===== config.mk =====
export PLATFORM = sky130hd
export DESIGN_NAME = hv_wake_input_detector
export DESIGN_NICKNAME = d
export VERILOG_FILES = /design/src/rtl/hv_wake_pkg.sv /design/src/rtl/hv_wake_input_detector.sv
export SDC_FILE = /design/constraint.sdc
export NUM_CORES = 1
export LEC_CHECK = 0
export CAP_MARGIN = 20
export CORE_MARGIN = 2
export CORE_UTILIZATION = 30
export DETAILED_ROUTE_END_ITERATION = 6
export DONT_BUFFER_PORTS = 1
export HOLD_SLACK_MARGIN = 0.03
export PLACE_DENSITY = 0.55
export SETUP_SLACK_MARGIN = 0.4
export SLEW_MARGIN = 15
export SYNTH_ARGS = -nofsm -noshare
export SYNTH_HDL_FRONTEND = slang
export SYNTH_SLANG_ARGS = --single-unit
export TNS_END_PERCENT = 1

===== constraint.sdc =====
create_clock -name core_clk_i -period 2.28 [get_ports core_clk_i]
set_clock_uncertainty 0.1 [all_clocks]
set_input_delay 0.456 -clock core_clk_i [delete_from_list [all_inputs] [get_ports core_clk_i]]
set_output_delay 0.456 -clock core_clk_i [all_outputs]
set_load 0.01 [all_outputs]

===== src/rtl/hv_wake_pkg.sv =====
// Constants and types shared by the high-voltage wake input detector
package hv_wake_pkg;

    // Core clock period and filter times
    localparam int CLK_PERIOD_NS = 100;
    localparam int FILT_SHORT_NS = 16000;
    localparam int FILT_LONG_NS = 64000;
    // Least times round up to whole cycles
    localparam int FILT_SHORT_CYC =
        (FILT_SHORT_NS + CLK_PERIOD_NS - 1) / CLK_PERIOD_NS;
    localparam int FILT_LONG_CYC =
        (FILT_LONG_NS + CLK_PERIOD_NS - 1) / CLK_PERIOD_NS;
    localparam int CNT_W = 10;

    // Register bus geometry
    localparam int ADDR_W = 8;
    localparam int DATA_W = 8;

    // Register byte addresses
    localparam logic [7:0] ADDR_WAKE_EN = 8'h00;
    localparam logic [7:0] ADDR_WAKE_SRC = 8'h04;
    localparam logic [7:0] ADDR_PIN_LVL = 8'h08;
    localparam logic [7:0] ADDR_ALT_WAKE = 8'h0C;
    localparam logic [7:0] ADDR_BIAS = 8'h10;
    localparam logic [7:0] ADDR_DETECT = 8'h14;

    // Values after reset
    localparam logic [7:0] RST_WAKE_EN = 8'h00;
    localparam logic [7:0] RST_BIAS = 8'h00;
    localparam logic [7:0] RST_DETECT = 8'h00;

    // Detection select codes per pin
    localparam logic [1:0] DET_STATIC_16 = 2'h0;
    localparam logic [1:0] DET_STATIC_64 = 2'h1;
    localparam logic [1:0] DET_CYCLIC_A = 2'h2;
    localparam logic [1:0] DET_CYCLIC_B = 2'h3;

    // Bias select codes per pin
    localparam logic [1:0] BIAS_NONE = 2'h0;
    localparam logic [1:0] BIAS_DOWN = 2'h1;
    localparam logic [1:0] BIAS_UP = 2'h2;
    localparam logic [1:0] BIAS_AUTO = 2'h3;

    // Power modes of the surrounding device
    typedef enum logic [1:0] {
        MODE_NORMAL,
        MODE_STOP,
        MODE_SLEEP,
        MODE_FAIL_SAFE
    } power_mode_t;

endpackage


===== src/rtl/hv_wake_input_detector.sv =====
// High-voltage wake input detector with filters, bias and wake status
//
// Local design decisions: the register offsets and strobed register access.
`timescale 1ns/1ns
`default_nettype none

module hv_wake_input_detector
    import hv_wake_pkg::*;
#(
    parameter int NUM_HV = 3
) (
    input wire logic core_clk_i,
    input wire logic rst_i,
    input wire logic [ADDR_W-1:0] reg_addr_i,
    input wire logic [DATA_W-1:0] reg_wdata_i,
    input wire logic reg_wr_i,
    input wire logic reg_rd_i,
    output logic [DATA_W-1:0] reg_rdata_o,
    input wire logic [NUM_HV-1:0] hv_wake_pin_i,
    input wire logic fail_out_pin_two_i,
    input wire logic fail_out_pin_three_i,
    input wire logic cyclic_timer_a_on_i,
    input wire logic cyclic_timer_b_on_i,
    input wire power_mode_t mode_i,
    output logic irq_o,
    output logic wake_o,
    output logic [NUM_HV-1:0] pull_up_en_o,
    output logic [NUM_HV-1:0] pull_dn_en_o
);

    localparam int NCH = NUM_HV + 2;

    // Field widths must fit one register word
    if (NUM_HV < 1 || 2 * NUM_HV > DATA_W) begin : g_bad_num_hv
        $error("NUM_HV must be 1 to 4");
    end

    // The long filter must fit the cycle counter
    if (FILT_LONG_CYC >= 2 ** CNT_W) begin : g_bad_cnt_w
        $error("CNT_W too narrow for the long filter");
    end

    // Filter length in cycles for a detection select code
    function automatic logic [CNT_W-1:0] filt_cycles(
        input logic [1:0] sel
    );
        if (sel == DET_STATIC_64) begin
            return CNT_W'(FILT_LONG_CYC);
        end
        return CNT_W'(FILT_SHORT_CYC);
    endfunction

    // Software registers
    logic [NCH-1:0] wake_pin_enable_ctrl;
    logic [NUM_HV-1:0] wake_source_status;
    logic [1:0] alt_input_wake_status;
    logic [NUM_HV-1:0] pin_level_status;
    logic [2*NUM_HV-1:0] pin_bias_ctrl;
    logic [2*NUM_HV-1:0] detect_filter_ctrl;

    // Pin synchronisers, two flops each
    logic [NCH-1:0] pin_meta;
    logic [NCH-1:0] pin_s;
    // Per-channel filter state
    logic [CNT_W-1:0] cnt [NCH];
    logic [NCH-1:0] stable;
    logic [NCH-1:0] edge_ev;
    logic [NCH-1:0] samp;
    logic primed;

    // Per-channel configuration wires
    logic [1:0] sel [NCH];
    logic [NCH-1:0] act;
    logic [NCH-1:0] cyc;
    logic [CNT_W-1:0] lim [NCH];

    // Bus decode
    wire logic wr_en = reg_wr_i && reg_addr_i == ADDR_WAKE_EN;
    wire logic wr_src = reg_wr_i && reg_addr_i == ADDR_WAKE_SRC;
    wire logic wr_alt = reg_wr_i && reg_addr_i == ADDR_ALT_WAKE;
    wire logic wr_bias = reg_wr_i && reg_addr_i == ADDR_BIAS;
    wire logic wr_det = reg_wr_i && reg_addr_i == ADDR_DETECT;

    // Wake events from enabled channels only
    wire logic [NCH-1:0] wake_ev = edge_ev & wake_pin_enable_ctrl;
    wire logic [NUM_HV-1:0] hv_ev = wake_ev[NUM_HV-1:0];
    wire logic [1:0] fo_ev = wake_ev[NCH-1:NUM_HV];
    wire logic any_ev = |wake_ev;
    wire logic awake_mode = mode_i == MODE_NORMAL || mode_i == MODE_STOP;

    // Write-one-to-clear masks
    wire logic [NUM_HV-1:0] src_clr =
        wr_src ? reg_wdata_i[NUM_HV-1:0] : '0;
    wire logic [1:0] alt_clr = wr_alt ? reg_wdata_i[1:0] : 2'h0;

    // Level shown: window sample for cyclic pins, live otherwise
    wire logic [NUM_HV-1:0] next_level =
        (cyc[NUM_HV-1:0] & samp[NUM_HV-1:0]) |
        (~cyc[NUM_HV-1:0] & pin_s[NUM_HV-1:0]);

    // Read multiplexer; unmapped addresses read zero
    logic [DATA_W-1:0] rd_mux;
    assign rd_mux =
        reg_addr_i == ADDR_WAKE_EN ? DATA_W'(wake_pin_enable_ctrl) :
        reg_addr_i == ADDR_WAKE_SRC ? DATA_W'(wake_source_status) :
        reg_addr_i == ADDR_PIN_LVL ? DATA_W'(pin_level_status) :
        reg_addr_i == ADDR_ALT_WAKE ? DATA_W'(alt_input_wake_status) :
        reg_addr_i == ADDR_BIAS ? DATA_W'(pin_bias_ctrl) :
        reg_addr_i == ADDR_DETECT ? DATA_W'(detect_filter_ctrl) :
        '0;

    // Two-flop synchroniser for all wake-capable pins; it runs
    // through reset so the filters prime on the real pin levels
    always_ff @(posedge core_clk_i) begin
        pin_meta <= {fail_out_pin_three_i, fail_out_pin_two_i,
            hv_wake_pin_i};
        pin_s <= pin_meta;
    end

    // Channel configuration and filter per pin
    for (genvar i = 0; i < NCH; i++) begin : g_ch
        if (i < NUM_HV) begin : g_hv
            assign sel[i] = detect_filter_ctrl[2*i+:2];
            assign cyc[i] = sel[i][1];
            // Cyclic pins only listen during their timer window
            assign act[i] = !sel[i][1] ? 1'b1 :
                (sel[i] == DET_CYCLIC_A ? cyclic_timer_a_on_i
                : cyclic_timer_b_on_i);
        end else begin : g_fo
            // Fail-out pins as wake inputs: static, short filter
            assign sel[i] = DET_STATIC_16;
            assign cyc[i] = 1'b0;
            assign act[i] = wake_pin_enable_ctrl[i];
        end
        assign lim[i] = filt_cycles(sel[i]);

        // Filter: a crossing starts the count, crossing back clears it
        always_ff @(posedge core_clk_i) begin
            if (rst_i) begin
                cnt[i] <= '0;
                stable[i] <= 1'b0;
                edge_ev[i] <= 1'b0;
                samp[i] <= 1'b0;
            end else begin
                edge_ev[i] <= 1'b0;
                if (act[i]) begin
                    samp[i] <= pin_s[i];
                end
                if (!primed) begin
                    stable[i] <= pin_s[i];
                    cnt[i] <= '0;
                end else if (!act[i] || pin_s[i] == stable[i]) begin
                    cnt[i] <= '0;
                end else if (cnt[i] == lim[i] - 1'b1) begin
                    cnt[i] <= '0;
                    stable[i] <= pin_s[i];
                    edge_ev[i] <= 1'b1;
                end else begin
                    cnt[i] <= cnt[i] + 1'b1;
                end
            end
        end

        // Filter state checks for this channel
        a_filter_len: assert property (@(posedge core_clk_i)
            disable iff (rst_i)
            (primed && $past(primed) && $changed(stable[i])) |->
            $past(cnt[i]) == $past(lim[i]) - 1'b1 && edge_ev[i])
            else $error("Filter output changed before filter time");
        a_cross_back: assert property (@(posedge core_clk_i)
            disable iff (rst_i)
            (primed && pin_s[i] == stable[i]) |=> cnt[i] == '0)
            else $error("Filter count not restarted on crossing back");
        a_window_gate: assert property (@(posedge core_clk_i)
            disable iff (rst_i)
            (!act[i]) |=> cnt[i] == '0 && !edge_ev[i])
            else $error("Input evaluated outside sensing window");
    end

    // Settle filters on the pin levels after reset without events
    always_ff @(posedge core_clk_i) begin
        if (rst_i) begin
            primed <= 1'b0;
        end else begin
            primed <= 1'b1;
        end
    end

    // Control registers written by software
    always_ff @(posedge core_clk_i) begin
        if (rst_i) begin
            wake_pin_enable_ctrl <= NCH'(RST_WAKE_EN);
            pin_bias_ctrl <= (2*NUM_HV)'(RST_BIAS);
            detect_filter_ctrl <= (2*NUM_HV)'(RST_DETECT);
        end else begin
            if (wr_en) begin
                wake_pin_enable_ctrl <= reg_wdata_i[NCH-1:0];
            end
            if (wr_bias) begin
                pin_bias_ctrl <= reg_wdata_i[2*NUM_HV-1:0];
            end
            if (wr_det) begin
                detect_filter_ctrl <= reg_wdata_i[2*NUM_HV-1:0];
            end
        end
    end

    // Sticky wake flags; a new event wins over a clear
    always_ff @(posedge core_clk_i) begin
        if (rst_i) begin
            wake_source_status <= '0;
            alt_input_wake_status <= 2'h0;
        end else begin
            wake_source_status <=
                (wake_source_status & ~src_clr) | hv_ev;
            alt_input_wake_status <=
                (alt_input_wake_status & ~alt_clr) | fo_ev;
        end
    end

    // Level status follows pins only in normal and stop
    always_ff @(posedge core_clk_i) begin
        if (rst_i) begin
            pin_level_status <= '0;
        end else if (awake_mode) begin
            pin_level_status <= next_level;
        end
    end

    // Interrupt pulse when awake, wake request when asleep
    always_ff @(posedge core_clk_i) begin
        if (rst_i) begin
            irq_o <= 1'b0;
            wake_o <= 1'b0;
        end else begin
            irq_o <= any_ev && awake_mode;
            if (awake_mode) begin
                wake_o <= 1'b0;
            end else if (any_ev) begin
                wake_o <= 1'b1;
            end
        end
    end

    // Current sources; auto mode follows the detected pin level
    for (genvar p = 0; p < NUM_HV; p++) begin : g_bias
        wire logic [1:0] bsel = pin_bias_ctrl[2*p+:2];
        always_ff @(posedge core_clk_i) begin
            if (rst_i) begin
                pull_up_en_o[p] <= 1'b0;
                pull_dn_en_o[p] <= 1'b0;
            end else begin
                pull_up_en_o[p] <= bsel == BIAS_UP ||
                    (bsel == BIAS_AUTO && pin_s[p]);
                pull_dn_en_o[p] <= bsel == BIAS_DOWN ||
                    (bsel == BIAS_AUTO && !pin_s[p]);
            end
        end

        // Current source checks for this pin
        a_auto_bias: assert property (@(posedge core_clk_i)
            disable iff (rst_i)
            (bsel == BIAS_AUTO) |=>
            pull_up_en_o[p] == $past(pin_s[p]) &&
            pull_dn_en_o[p] == !$past(pin_s[p]))
            else $error("Automatic bias does not follow pin level");
        a_bias_none: assert property (@(posedge core_clk_i)
            disable iff (rst_i)
            (bsel == BIAS_NONE) |=> !pull_up_en_o[p] && !pull_dn_en_o[p])
            else $error("Current source on with bias off");
        a_bias_up: assert property (@(posedge core_clk_i)
            disable iff (rst_i)
            (bsel == BIAS_UP) |=> pull_up_en_o[p] && !pull_dn_en_o[p])
            else $error("Pull-up setting not applied");
        a_bias_down: assert property (@(posedge core_clk_i)
            disable iff (rst_i)
            (bsel == BIAS_DOWN) |=> pull_dn_en_o[p] && !pull_up_en_o[p])
            else $error("Pull-down setting not applied");
    end

    // Registered read data, one cycle after the strobe
    always_ff @(posedge core_clk_i) begin
        if (rst_i) begin
            reg_rdata_o <= '0;
        end else if (reg_rd_i) begin
            reg_rdata_o <= rd_mux;
        end
    end

    // Wake signalling, flag and level status checks
    a_irq_awake: assert property (@(posedge core_clk_i)
        disable iff (rst_i)
        (any_ev && awake_mode) |=>
        irq_o ##1 (!irq_o || $past(any_ev && awake_mode)))
        else $error("Wake event in normal or stop gave no interrupt");
    a_irq_cause: assert property (@(posedge core_clk_i)
        disable iff (rst_i)
        irq_o |-> $past(any_ev && awake_mode))
        else $error("Interrupt without a wake event while awake");
    a_wake_asleep: assert property (@(posedge core_clk_i)
        disable iff (rst_i)
        (any_ev && !awake_mode) |=> wake_o && !irq_o)
        else $error("Wake event in sleep or fail-safe gave no wake");
    a_disabled_pin: assert property (@(posedge core_clk_i)
        disable iff (rst_i)
        (edge_ev[0] && !wake_pin_enable_ctrl[0] &&
        !wake_source_status[0]) |=> !wake_source_status[0])
        else $error("Disabled pin recorded as wake source");
    a_flag_sticky: assert property (@(posedge core_clk_i)
        disable iff (rst_i)
        (wake_source_status[0] && !(wr_src && reg_wdata_i[0]))
        |=> wake_source_status[0])
        else $error("Wake flag lost without software clear");
    a_flag_set: assert property (@(posedge core_clk_i)
        disable iff (rst_i)
        hv_ev[0] |=> wake_source_status[0])
        else $error("Wake event on pin not recorded");
    a_fo_flag: assert property (@(posedge core_clk_i)
        disable iff (rst_i)
        fo_ev[0] |=> alt_input_wake_status[0])
        else $error("Fail-out wake event not recorded");
    a_level_hold: assert property (@(posedge core_clk_i)
        disable iff (rst_i)
        (cyc[0] && !act[0] && $past(cyc[0] && !act[0]) && awake_mode)
        |=> $stable(pin_level_status[0]))
        else $error("Cyclic level changed outside on-window");
    a_level_frozen: assert property (@(posedge core_clk_i)
        disable iff (rst_i)
        !awake_mode |=> $stable(pin_level_status))
        else $error("Level status changed in sleep or fail-safe");

endmodule

`default_nettype wire


==> results.md, run 1 <==
- Based on the critical path, the design can be clocked at up to 554.8 MHz.
- Setup repair after global routing could not meet its margin everywhere.
- The worst hold slack is 0.05086 ns.
- The initial utilization of the core area, before any placement, comes to 0.3046.
- The detail-routed via count per cell is 4.638.
- After detailed routing, the number of remaining DRC violations is 0.
- Following the worst setup path forward leads to its endpoint at cnt[1][2].
- The overall die area is 18510 µm².
- The cell with the most instances after synthesis is nor2_1.
- By startpoint and endpoint, the worst setup path is classified as flop to flop.
- Synthesis inferred 113 register bits.
- In the final layout, the share of cells above drive strength 1 is 0.1055.
- The number of global-route vias before repair is 3643.
- In the final routed layout, each cell accounts on average for 14.18 µm.
- The CTS tree is built.
- The H-tree was split into 4 levels.
- The startpoint class of the critical path is a flop.
- The die height is 136.1 µm.
- The slowest cell on the critical path is edfxtp_1.
- The maximum VDD drop is 0.4835 mV.
- The count of cells in the finished layout, fillers not included, comes to 803.
- Synthesis produced 499 cells.
- The sum of negative setup slack is 0 ns.
- The number of hold violations in the final report is 0.
- The count of input and output buffers is 0.
- The run finished with clean final reports.
- The measured slew at the worst slew-check pin is 0.6341 ns.
- The number of setup violations in the final report is 0.
- The remaining antenna violation count is 0.
- The total vias in the final route is 3724.
- The type of the tightest min-delay check is input pin to flop.
- Summed over all layers, the routed wires come to 11390 µm.
- In the global route stage, met1 resource usage came out at 0.1492.
- The synthesized design spends more area on one cell type than any other, namely edfxtp_1.
- Counting flops with a built-in enable in the synthesized netlist gives 50.
- At the end of routability-driven placement, the weighted congestion stood at 0.7381.
- STA classifies the critical path endpoint as a flop.
- The clock passes through at most 2 buffers.
- The sum of net half-perimeters after detailed placement is 7621 µm.
- For this design the ratio of total power to cell area is 768.0 nW/µm².
- In this run the critical register-to-register path is launched from cnt[1][1].
- The netlist uses 53 different library cells.
- After floorplanning, the core was sized to cover 17180 µm².
- Clock-pin slew was measured on the worst setup and hold paths at 0.05 ns.
- In this design, the stage delay of the slowest critical-path cell is 0.40 ns.
- For this run, the register share of the synthesized area comes to 0.5281.
- For the worst setup path, the data arrival time is 1.86 ns.
- The row count is 48.
- By count the netlist is led by 87 x nor2_1, 63 x dfxtp_1, 50 x edfxtp_1.
- The number of antenna violations at the first check in global routing came to 0.
- At the end of the flow the core is filled with cells to 0.3775.
- The detailed router finished its first iteration with 191 violations.
- After filler insertion, the fill cell instance count of the layout stands at 1740.
- The pre-antenna-repair detailed-routing pass consisted of 4 iterations.
- met2 is the most crowded layer.
- The placed cell count is 759.
- The top cell type's share of synthesized area is 0.2870.
- The mapped netlist covers 5231 µm².
- The cell leakage power is 2.473 nW.
- In this run the tightest slew margin relative to its limit is 0.5768.
- The number of CTS-inserted buffers is 17.
- During synthesis, Yosys emitted a total of 0 warnings.
- Entering global routing, the biggest net connects 37 pins.
- Walking the worst path, the cells encountered are ha_4 -> nand4_1 -> a211o_4 -> o21ai_4 -> nor2_1.
- The area growth from synthesis to layout is 23.94%.
- Along the worst path, the maximum fanout reaches 5.
- The dominant register cell in the synthesized netlist is dfxtp_1.
- The leftover overflow at the end of global routing is 0.
- The worst register-to-register path ends at cnt[1][2].
- The number of pins with negative max-slew slack in the final report is 0.
- Of all flip-flops after synthesis, the portion carrying an async set or reset was 0.
- The part of the cycle the worst path needs is 0.7906.
- The reg2reg setup slack is 0.48 ns.
- Sorting the synthesized cells by area gives the leading types as edfxtp_1 29%, dfxtp_1 24%, mux2i_1 6.9%, nor2_1 6.2%, xor2_1 4.0%.
- The mean cell area of the mapped netlist is 10.48 µm².
- The antenna cell count is 0.
- STA puts the critical path data required time at 2.33 ns.
- For this run, global-route usage on met3 was measured as 0.03990.
- The buffer type at the clock tree root is clkbuf_16.
- In the global route stage, overall resource usage came out at 0.1270.
- In this run the horizontal extent of the chip is 136.1 µm.
- The depth of the worst register-to-register path is 5.
- For the worst-skew pair, the clock arrives at the later sink with an insertion delay of 0.41 ns.
- For met2 alone, demand over resource in global routing was 0.2161.
- The most critical setup path has its startpoint at cnt[1][1].
- The TritonCTS sink count is 113.
- For the finished layout, the period the worst path requires is 1.803 ns.
- The I/O pin total is 45.
- Max-cap violations in this run came to 0.
- For this run, the post-layout net count is 599.
- The first-pass GRT wire length is 17970 µm.
report_power, final:
group / internal (mW) / switching (mW)
combinational: 0.0947 / 0.115
clock: 1.65 / 0.871
sequential: 2.18 / 0.0670
what timing repair did:
action / CTS / global route
setup endpoints to repair: 30 / 32
gates resized for setup: 1 / 25
gates cloned: 0 / 3
hold endpoints to repair: 41 / 0
hold buffers: 8 / 0
buffers inserted: 0 / 1
pin swaps: 0 / 4
cells by family (layout without fill, tap and decap cells):
logic type | count (synthesis) | in the layout | share of synthesized area
and+or+nand+nor | 224 | 224 | 0.2248
DFF | 113 | 113 | 0.5281
AOI/OAI and AO/OA | 45 | 48 | 0.06075
xor gates and xnor gates | 45 | 45 | 0.07534
muxes | 38 | 38 | 0.07534
buffers and inverters | 27 | 53 | 0.02224
adders and majority gates | 5 | 5 | 0.01196
other | 2 | 52 | 0.001436
final cells by class:
cell class	count	area [µm²]	area share
Sequential cell	113	2764	0.4263
Multi-Input combinational cell	412	2718	0.4191
Clock buffer	28	558.0	0.08607
Tap cell	225	281.5	0.04342
Timing Repair Buffer	9	97.59	0.01505
Inverter	12	45.04	0.006947
Clock inverter	4	20.02	0.003088
critical path: cells and delay by family, from the launching register on:
kind / cells / cell delay, ns
adder cells (fa/ha/maj): 1 / 0.16
AO/OA/AOI/OAI: 2 / 0.63
AND/OR/NAND/NOR: 2 / 0.25
flip-flops: 1 / 0.40
worst min-delay path by stage:
stage,start,slack [ns],depth (start not counted),end
detailed placement,pin_meta[2],0.22,0,pin_s[2]
global route,rst_i,0.04,1,reg_rdata_o[2]
CTS,rst_i,0.04,1,reg_rdata_o[2]
floorplan,pin_meta[0],0.21,0,pin_s[0]
global placement,pin_meta[4],0.22,0,pin_s[4]
finish,rst_i,0.05,1,reg_rdata_o[2]
placed cells by master, fill, tap and decap left out, types with 2 or more instances in the layout:
cell type,Yosys,layout
clkbuf_1,8,3
and4_1,5,5
a41oi_1,2,2
and4b_1,3,3
a21oi_1,11,11
nor2_1,87,87
a22oi_2,0,3
mux2i_1,36,36
and3_1,12,12
conb_1,2,52
clkinv_2,0,4
xnor2_1,21,21
a211o_4,0,3
nand3_1,22,22
xor2_1,24,24
ha_1,5,4
clkbuf_16,0,18
edfxtp_1,50,50
and2_1,8,8
clkbuf_8,0,7
inv_1,12,12
dlygate4sd3_1,0,7
o21ai_0,8,8
o31ai_2,0,3
o21ai_4,0,6
a211oi_4,0,3
nor4_1,2,2
nor4_4,2,2
dfxtp_1,63,62
nand4_1,17,17
nor2b_1,9,9
nand2b_1,12,12
nor3b_1,8,8
nand2_1,27,27
through the flow:
stage / setup WS (ns) / instance area, µm² / total power, mW
floorplan: 0.5928 / 5419 / 2.424
global placement: 0.3935 / 5629 / 2.436
detailed placement: 0.3327 / 5629 / 2.442
CTS: 0.3375 / 6305 / 4.997
global route: 0.3829 / 6484 / 5.162
finish: 0.4775 / 6484 / 4.979
registers in the layout, summed over array words and instances, names as in the netlist, 5 cells and up:
| register | flops |
|---|---|
| cnt | 50 |
| detect_filter_ctrl | 6 |
| edge_ev | 5 |
| pin_bias_ctrl | 6 |
| pin_meta | 5 |
| pin_s | 5 |
| reg_rdata_o | 6 |
| stable | 5 |
| wake_pin_enable_ctrl | 5 |
per-layer routing:
| layer | vias up | share of wire | routed length (µm) |
|---|---|---|---|
| li1 | 1859 | - | - |
| met1 | 1785 | 0.44 | 4999 |
| met2 | 63 | 0.50 | 5697 |
| met3 | 17 | 0.045 | 515 |
| met4 | 0 | 0.015 | 173 |
| met5 | - | 0 | 0 |
(Power assumes the default switching activity.)
==> inputs of run 2 (changes only) <==
Clock period 2.28 ns to 1.71 ns, I/O delays scaled along.
==> results.md, run 2 (synthesized netlist as in run 1, its figures left out) <==
- The row count is 48.
- In this run, CTS created clock tree buffers numbering 17.
- The worst setup path is launched from a flop.
- The part of the cycle the worst path needs is 0.9868.
- The worst hold path belongs to the class input pin to flop.
- Input and output buffers added on the ports amount to 0.
- The worst setup path is captured at a flop.
- The worst setup path is of the flop to flop kind.
- The time the worst path needs with I/O delays and setup is 1.687 ns.
- The setup slack at placement is -0.04530 ns.
- The worst hold slack is -0.09779 ns.
- The HPWL after detailed placement is 7985 µm.
- Leaving out fill and tap cells, the most frequent cell in the layout is nor2_1.
- The worst min-delay path startpoint is rst_i.
- Measured along the y axis, the die boundary spans 136.1 µm.
- The depth of the worst register-to-register path is 6.
- The multi-input combinational cells in the finished layout cover a total of 2855 µm².
- In this run the power density over the cells is 983.0 nW/µm².
- The CTS tree is built.
- The number of antenna violations at the first check in global routing is 0.
- The minimum setup slack in the final design is 0.02253 ns.
- Of the total power, the share spent switching nets is 0.2143.
- The first-pass GRT wire length is 18550 µm.
- The maximum VDD drop is 0.7335 mV.
- The detailed-route DRC error count is 0.
- From synthesis to final layout, the design area changed by 32.41%.
- Setup violations remaining at the end of the flow were counted as 0.
- The share of total power dissipated in sequential elements is 0.438.
- The run finished, with violations left.
- The filler cell count is 1723.
- At the worst endpoint, the arrival time is 1.75 ns.
- On the worst path, the slowest cell contributes a delay of 0.35 ns.
- The standard cell core area is 17180 µm².
- The number of iterations in the first detailed-routing pass is 4.
- The highest attainable clock frequency is 592.6 MHz.
- The count of nets left with antenna violations once routing finished came out at 0.
- The total net switching power is 1.459 mW.
- The total vias in the final route is 3799.
- The DRC marker count from the first detailed-route iteration is 170.
- The number of pins with negative max-slew slack in the final report is 0.
- The floorplan step defined a die boundary enclosing 18510 µm².
- The number of hold violations in the final report was 37.
- The I/O pin total is 45.
- Hold repair after CTS inserted 7 buffers.
- Ranked by flip-flop count, first place goes to cnt.
- The overall routed net length is 11460 µm.
- The sequential standard cell area is 2770 µm².
- The critical path's top delay family is compound AO/OA/AOI/OAI gates.
- The cell leakage power is 2.682 nW.
- The utilization of the core after routing is 0.4033.
- The share of cells above drive strength 1 is 0.2190.
- The clock network power share is 0.513.
- Setup repair after global routing could not meet its margin everywhere.
- In this run the clock root is driven by a clkbuf_16.
- The leftover overflow at the end of global routing is 0.
- Counting both buffers and inverters, the worst setup path holds a total of 1.
- The number of violations of the max-capacitance limit is 0.
- The setup check on the worst reg-to-reg path leaves a slack of 0.02 ns.
- Counting instances, the worst hold path has a depth of 1.
- After detailed routing, the average wire length per cell comes to 13.69 µm.
- The chip width is 136.1 µm.
- After clock tree synthesis, the clock-pin slew on the worst setup and hold paths is 0.05 ns.
- For hold timing, the worst endpoint is stable[4].
- 0 antenna diodes ended up in the layout.
- Walking the worst path, the cells encountered are ha_2 -> nand4_1 -> a211o_1 -> o21ai_4 -> buf_12 -> nor2_1.
- In this run the critical register-to-register path is captured at cnt[1][9].
- Counting along the longest clock path gives a buffer depth of 2.
- In the routed layout, each cell is associated on average with a via count of 4.539.
- The number of flip-flops in the largest register is 50.
- The starting density of the core is 0.3046.
- Of the total power, combinational logic draws 0.049.
- The clock insertion delay at the later pin of the skew report is 0.41 ns.
- For this run, the post-layout net count is 633.
- Across every metal layer, demand over resource in global routing totals 0.1306.
- The biggest fanout along the worst timing path is 10.
- The H-tree depth is 4.
- The number of global-route vias before repair is 3757.
- The cell-internal power is 5.350 mW.
- The sum of internal, switching and leakage power is 6.809 mW.
- The checks that failed: hold timing.
- The routability congestion estimate from global placement is 0.7848.
- The pin count of the biggest net entering global routing is 41.
- In this run the critical register-to-register path is launched from cnt[1][1].
- At the worst endpoint, the required time is 1.78 ns.
- The slowest stage of the critical path belongs to the cell edfxtp_1.
- The tree built by TritonCTS fans out to 113 sinks.
- The top cell types in the final layout, fill and taps aside, are 71 x nor2_1, 57 x dfxtp_1, 52 x conb_1.
[run 2: power groups by stage]
stage,sequential (mW),combinational [mW],clock [mW]
CTS,2.98,0.320,3.55
global route,3.00,0.369,3.67
global placement,3.03,0.267,0
finish,2.99,0.332,3.49
floorplan,3.02,0.213,0
detailed placement,3.04,0.271,0
[run 2: through the flow]
stage / TNS, ns / cell area (µm²) / cells
floorplan: 0 / 5441 / 549
global placement: 0 / 5919 / 793
detailed placement: -0.5677 / 5919 / 793
CTS: -0.04898 / 6824 / 836
global route: -1.441 / 6927 / 837
finish: 0 / 6927 / 837
[run 2: area by class of cell]
cell class,count,area share
Multi-Input combinational cell,411,0.4122
Timing Repair Buffer,44,0.05491
Clock inverter,9,0.01048
Clock buffer,23,0.07533
Sequential cell,113,0.3999
Tap cell,225,0.04064
Inverter,12,0.006503
[run 2: worst max-delay path by stage]
stage	startpoint	endpoint	slack, ns	cells past startpoint
6_report	cnt[1][1]	cnt[1][9]	0.02	6
5_1_grt	cnt[1][1]	cnt[1][1]	-0.08	6
4_1_cts	cnt[2][1]	cnt[2][4]	-0.02	5
3_5_place_dp	cnt[1][1]	cnt[1][3]	-0.05	5
3_3_place_gp	cnt[1][0]	cnt[1][3]	0.02	5
2_1_floorplan	cnt[1][0]	cnt[1][2]	0.07	5
[run 2: timing repair]
action	4_1_cts	5_1_grt
hold endpoints to repair	43	37
pin swaps	52	35
cloned	1	1
buffers inserted	3	0
resized for setup	49	25
endpoints found under the setup margin	60	63
[run 2: metal layers]
metal / GRT usage / part of all wire / wire, µm / vias up
met5: 0 / 0 / 0 / -
met4: 0.04282 / 0.014 / 161 / 0
met3: 0.04474 / 0.040 / 459 / 15
met2: 0.2178 / 0.50 / 5732 / 44
met1: 0.1578 / 0.45 / 5103 / 1819
li1: - / - / - / 1921
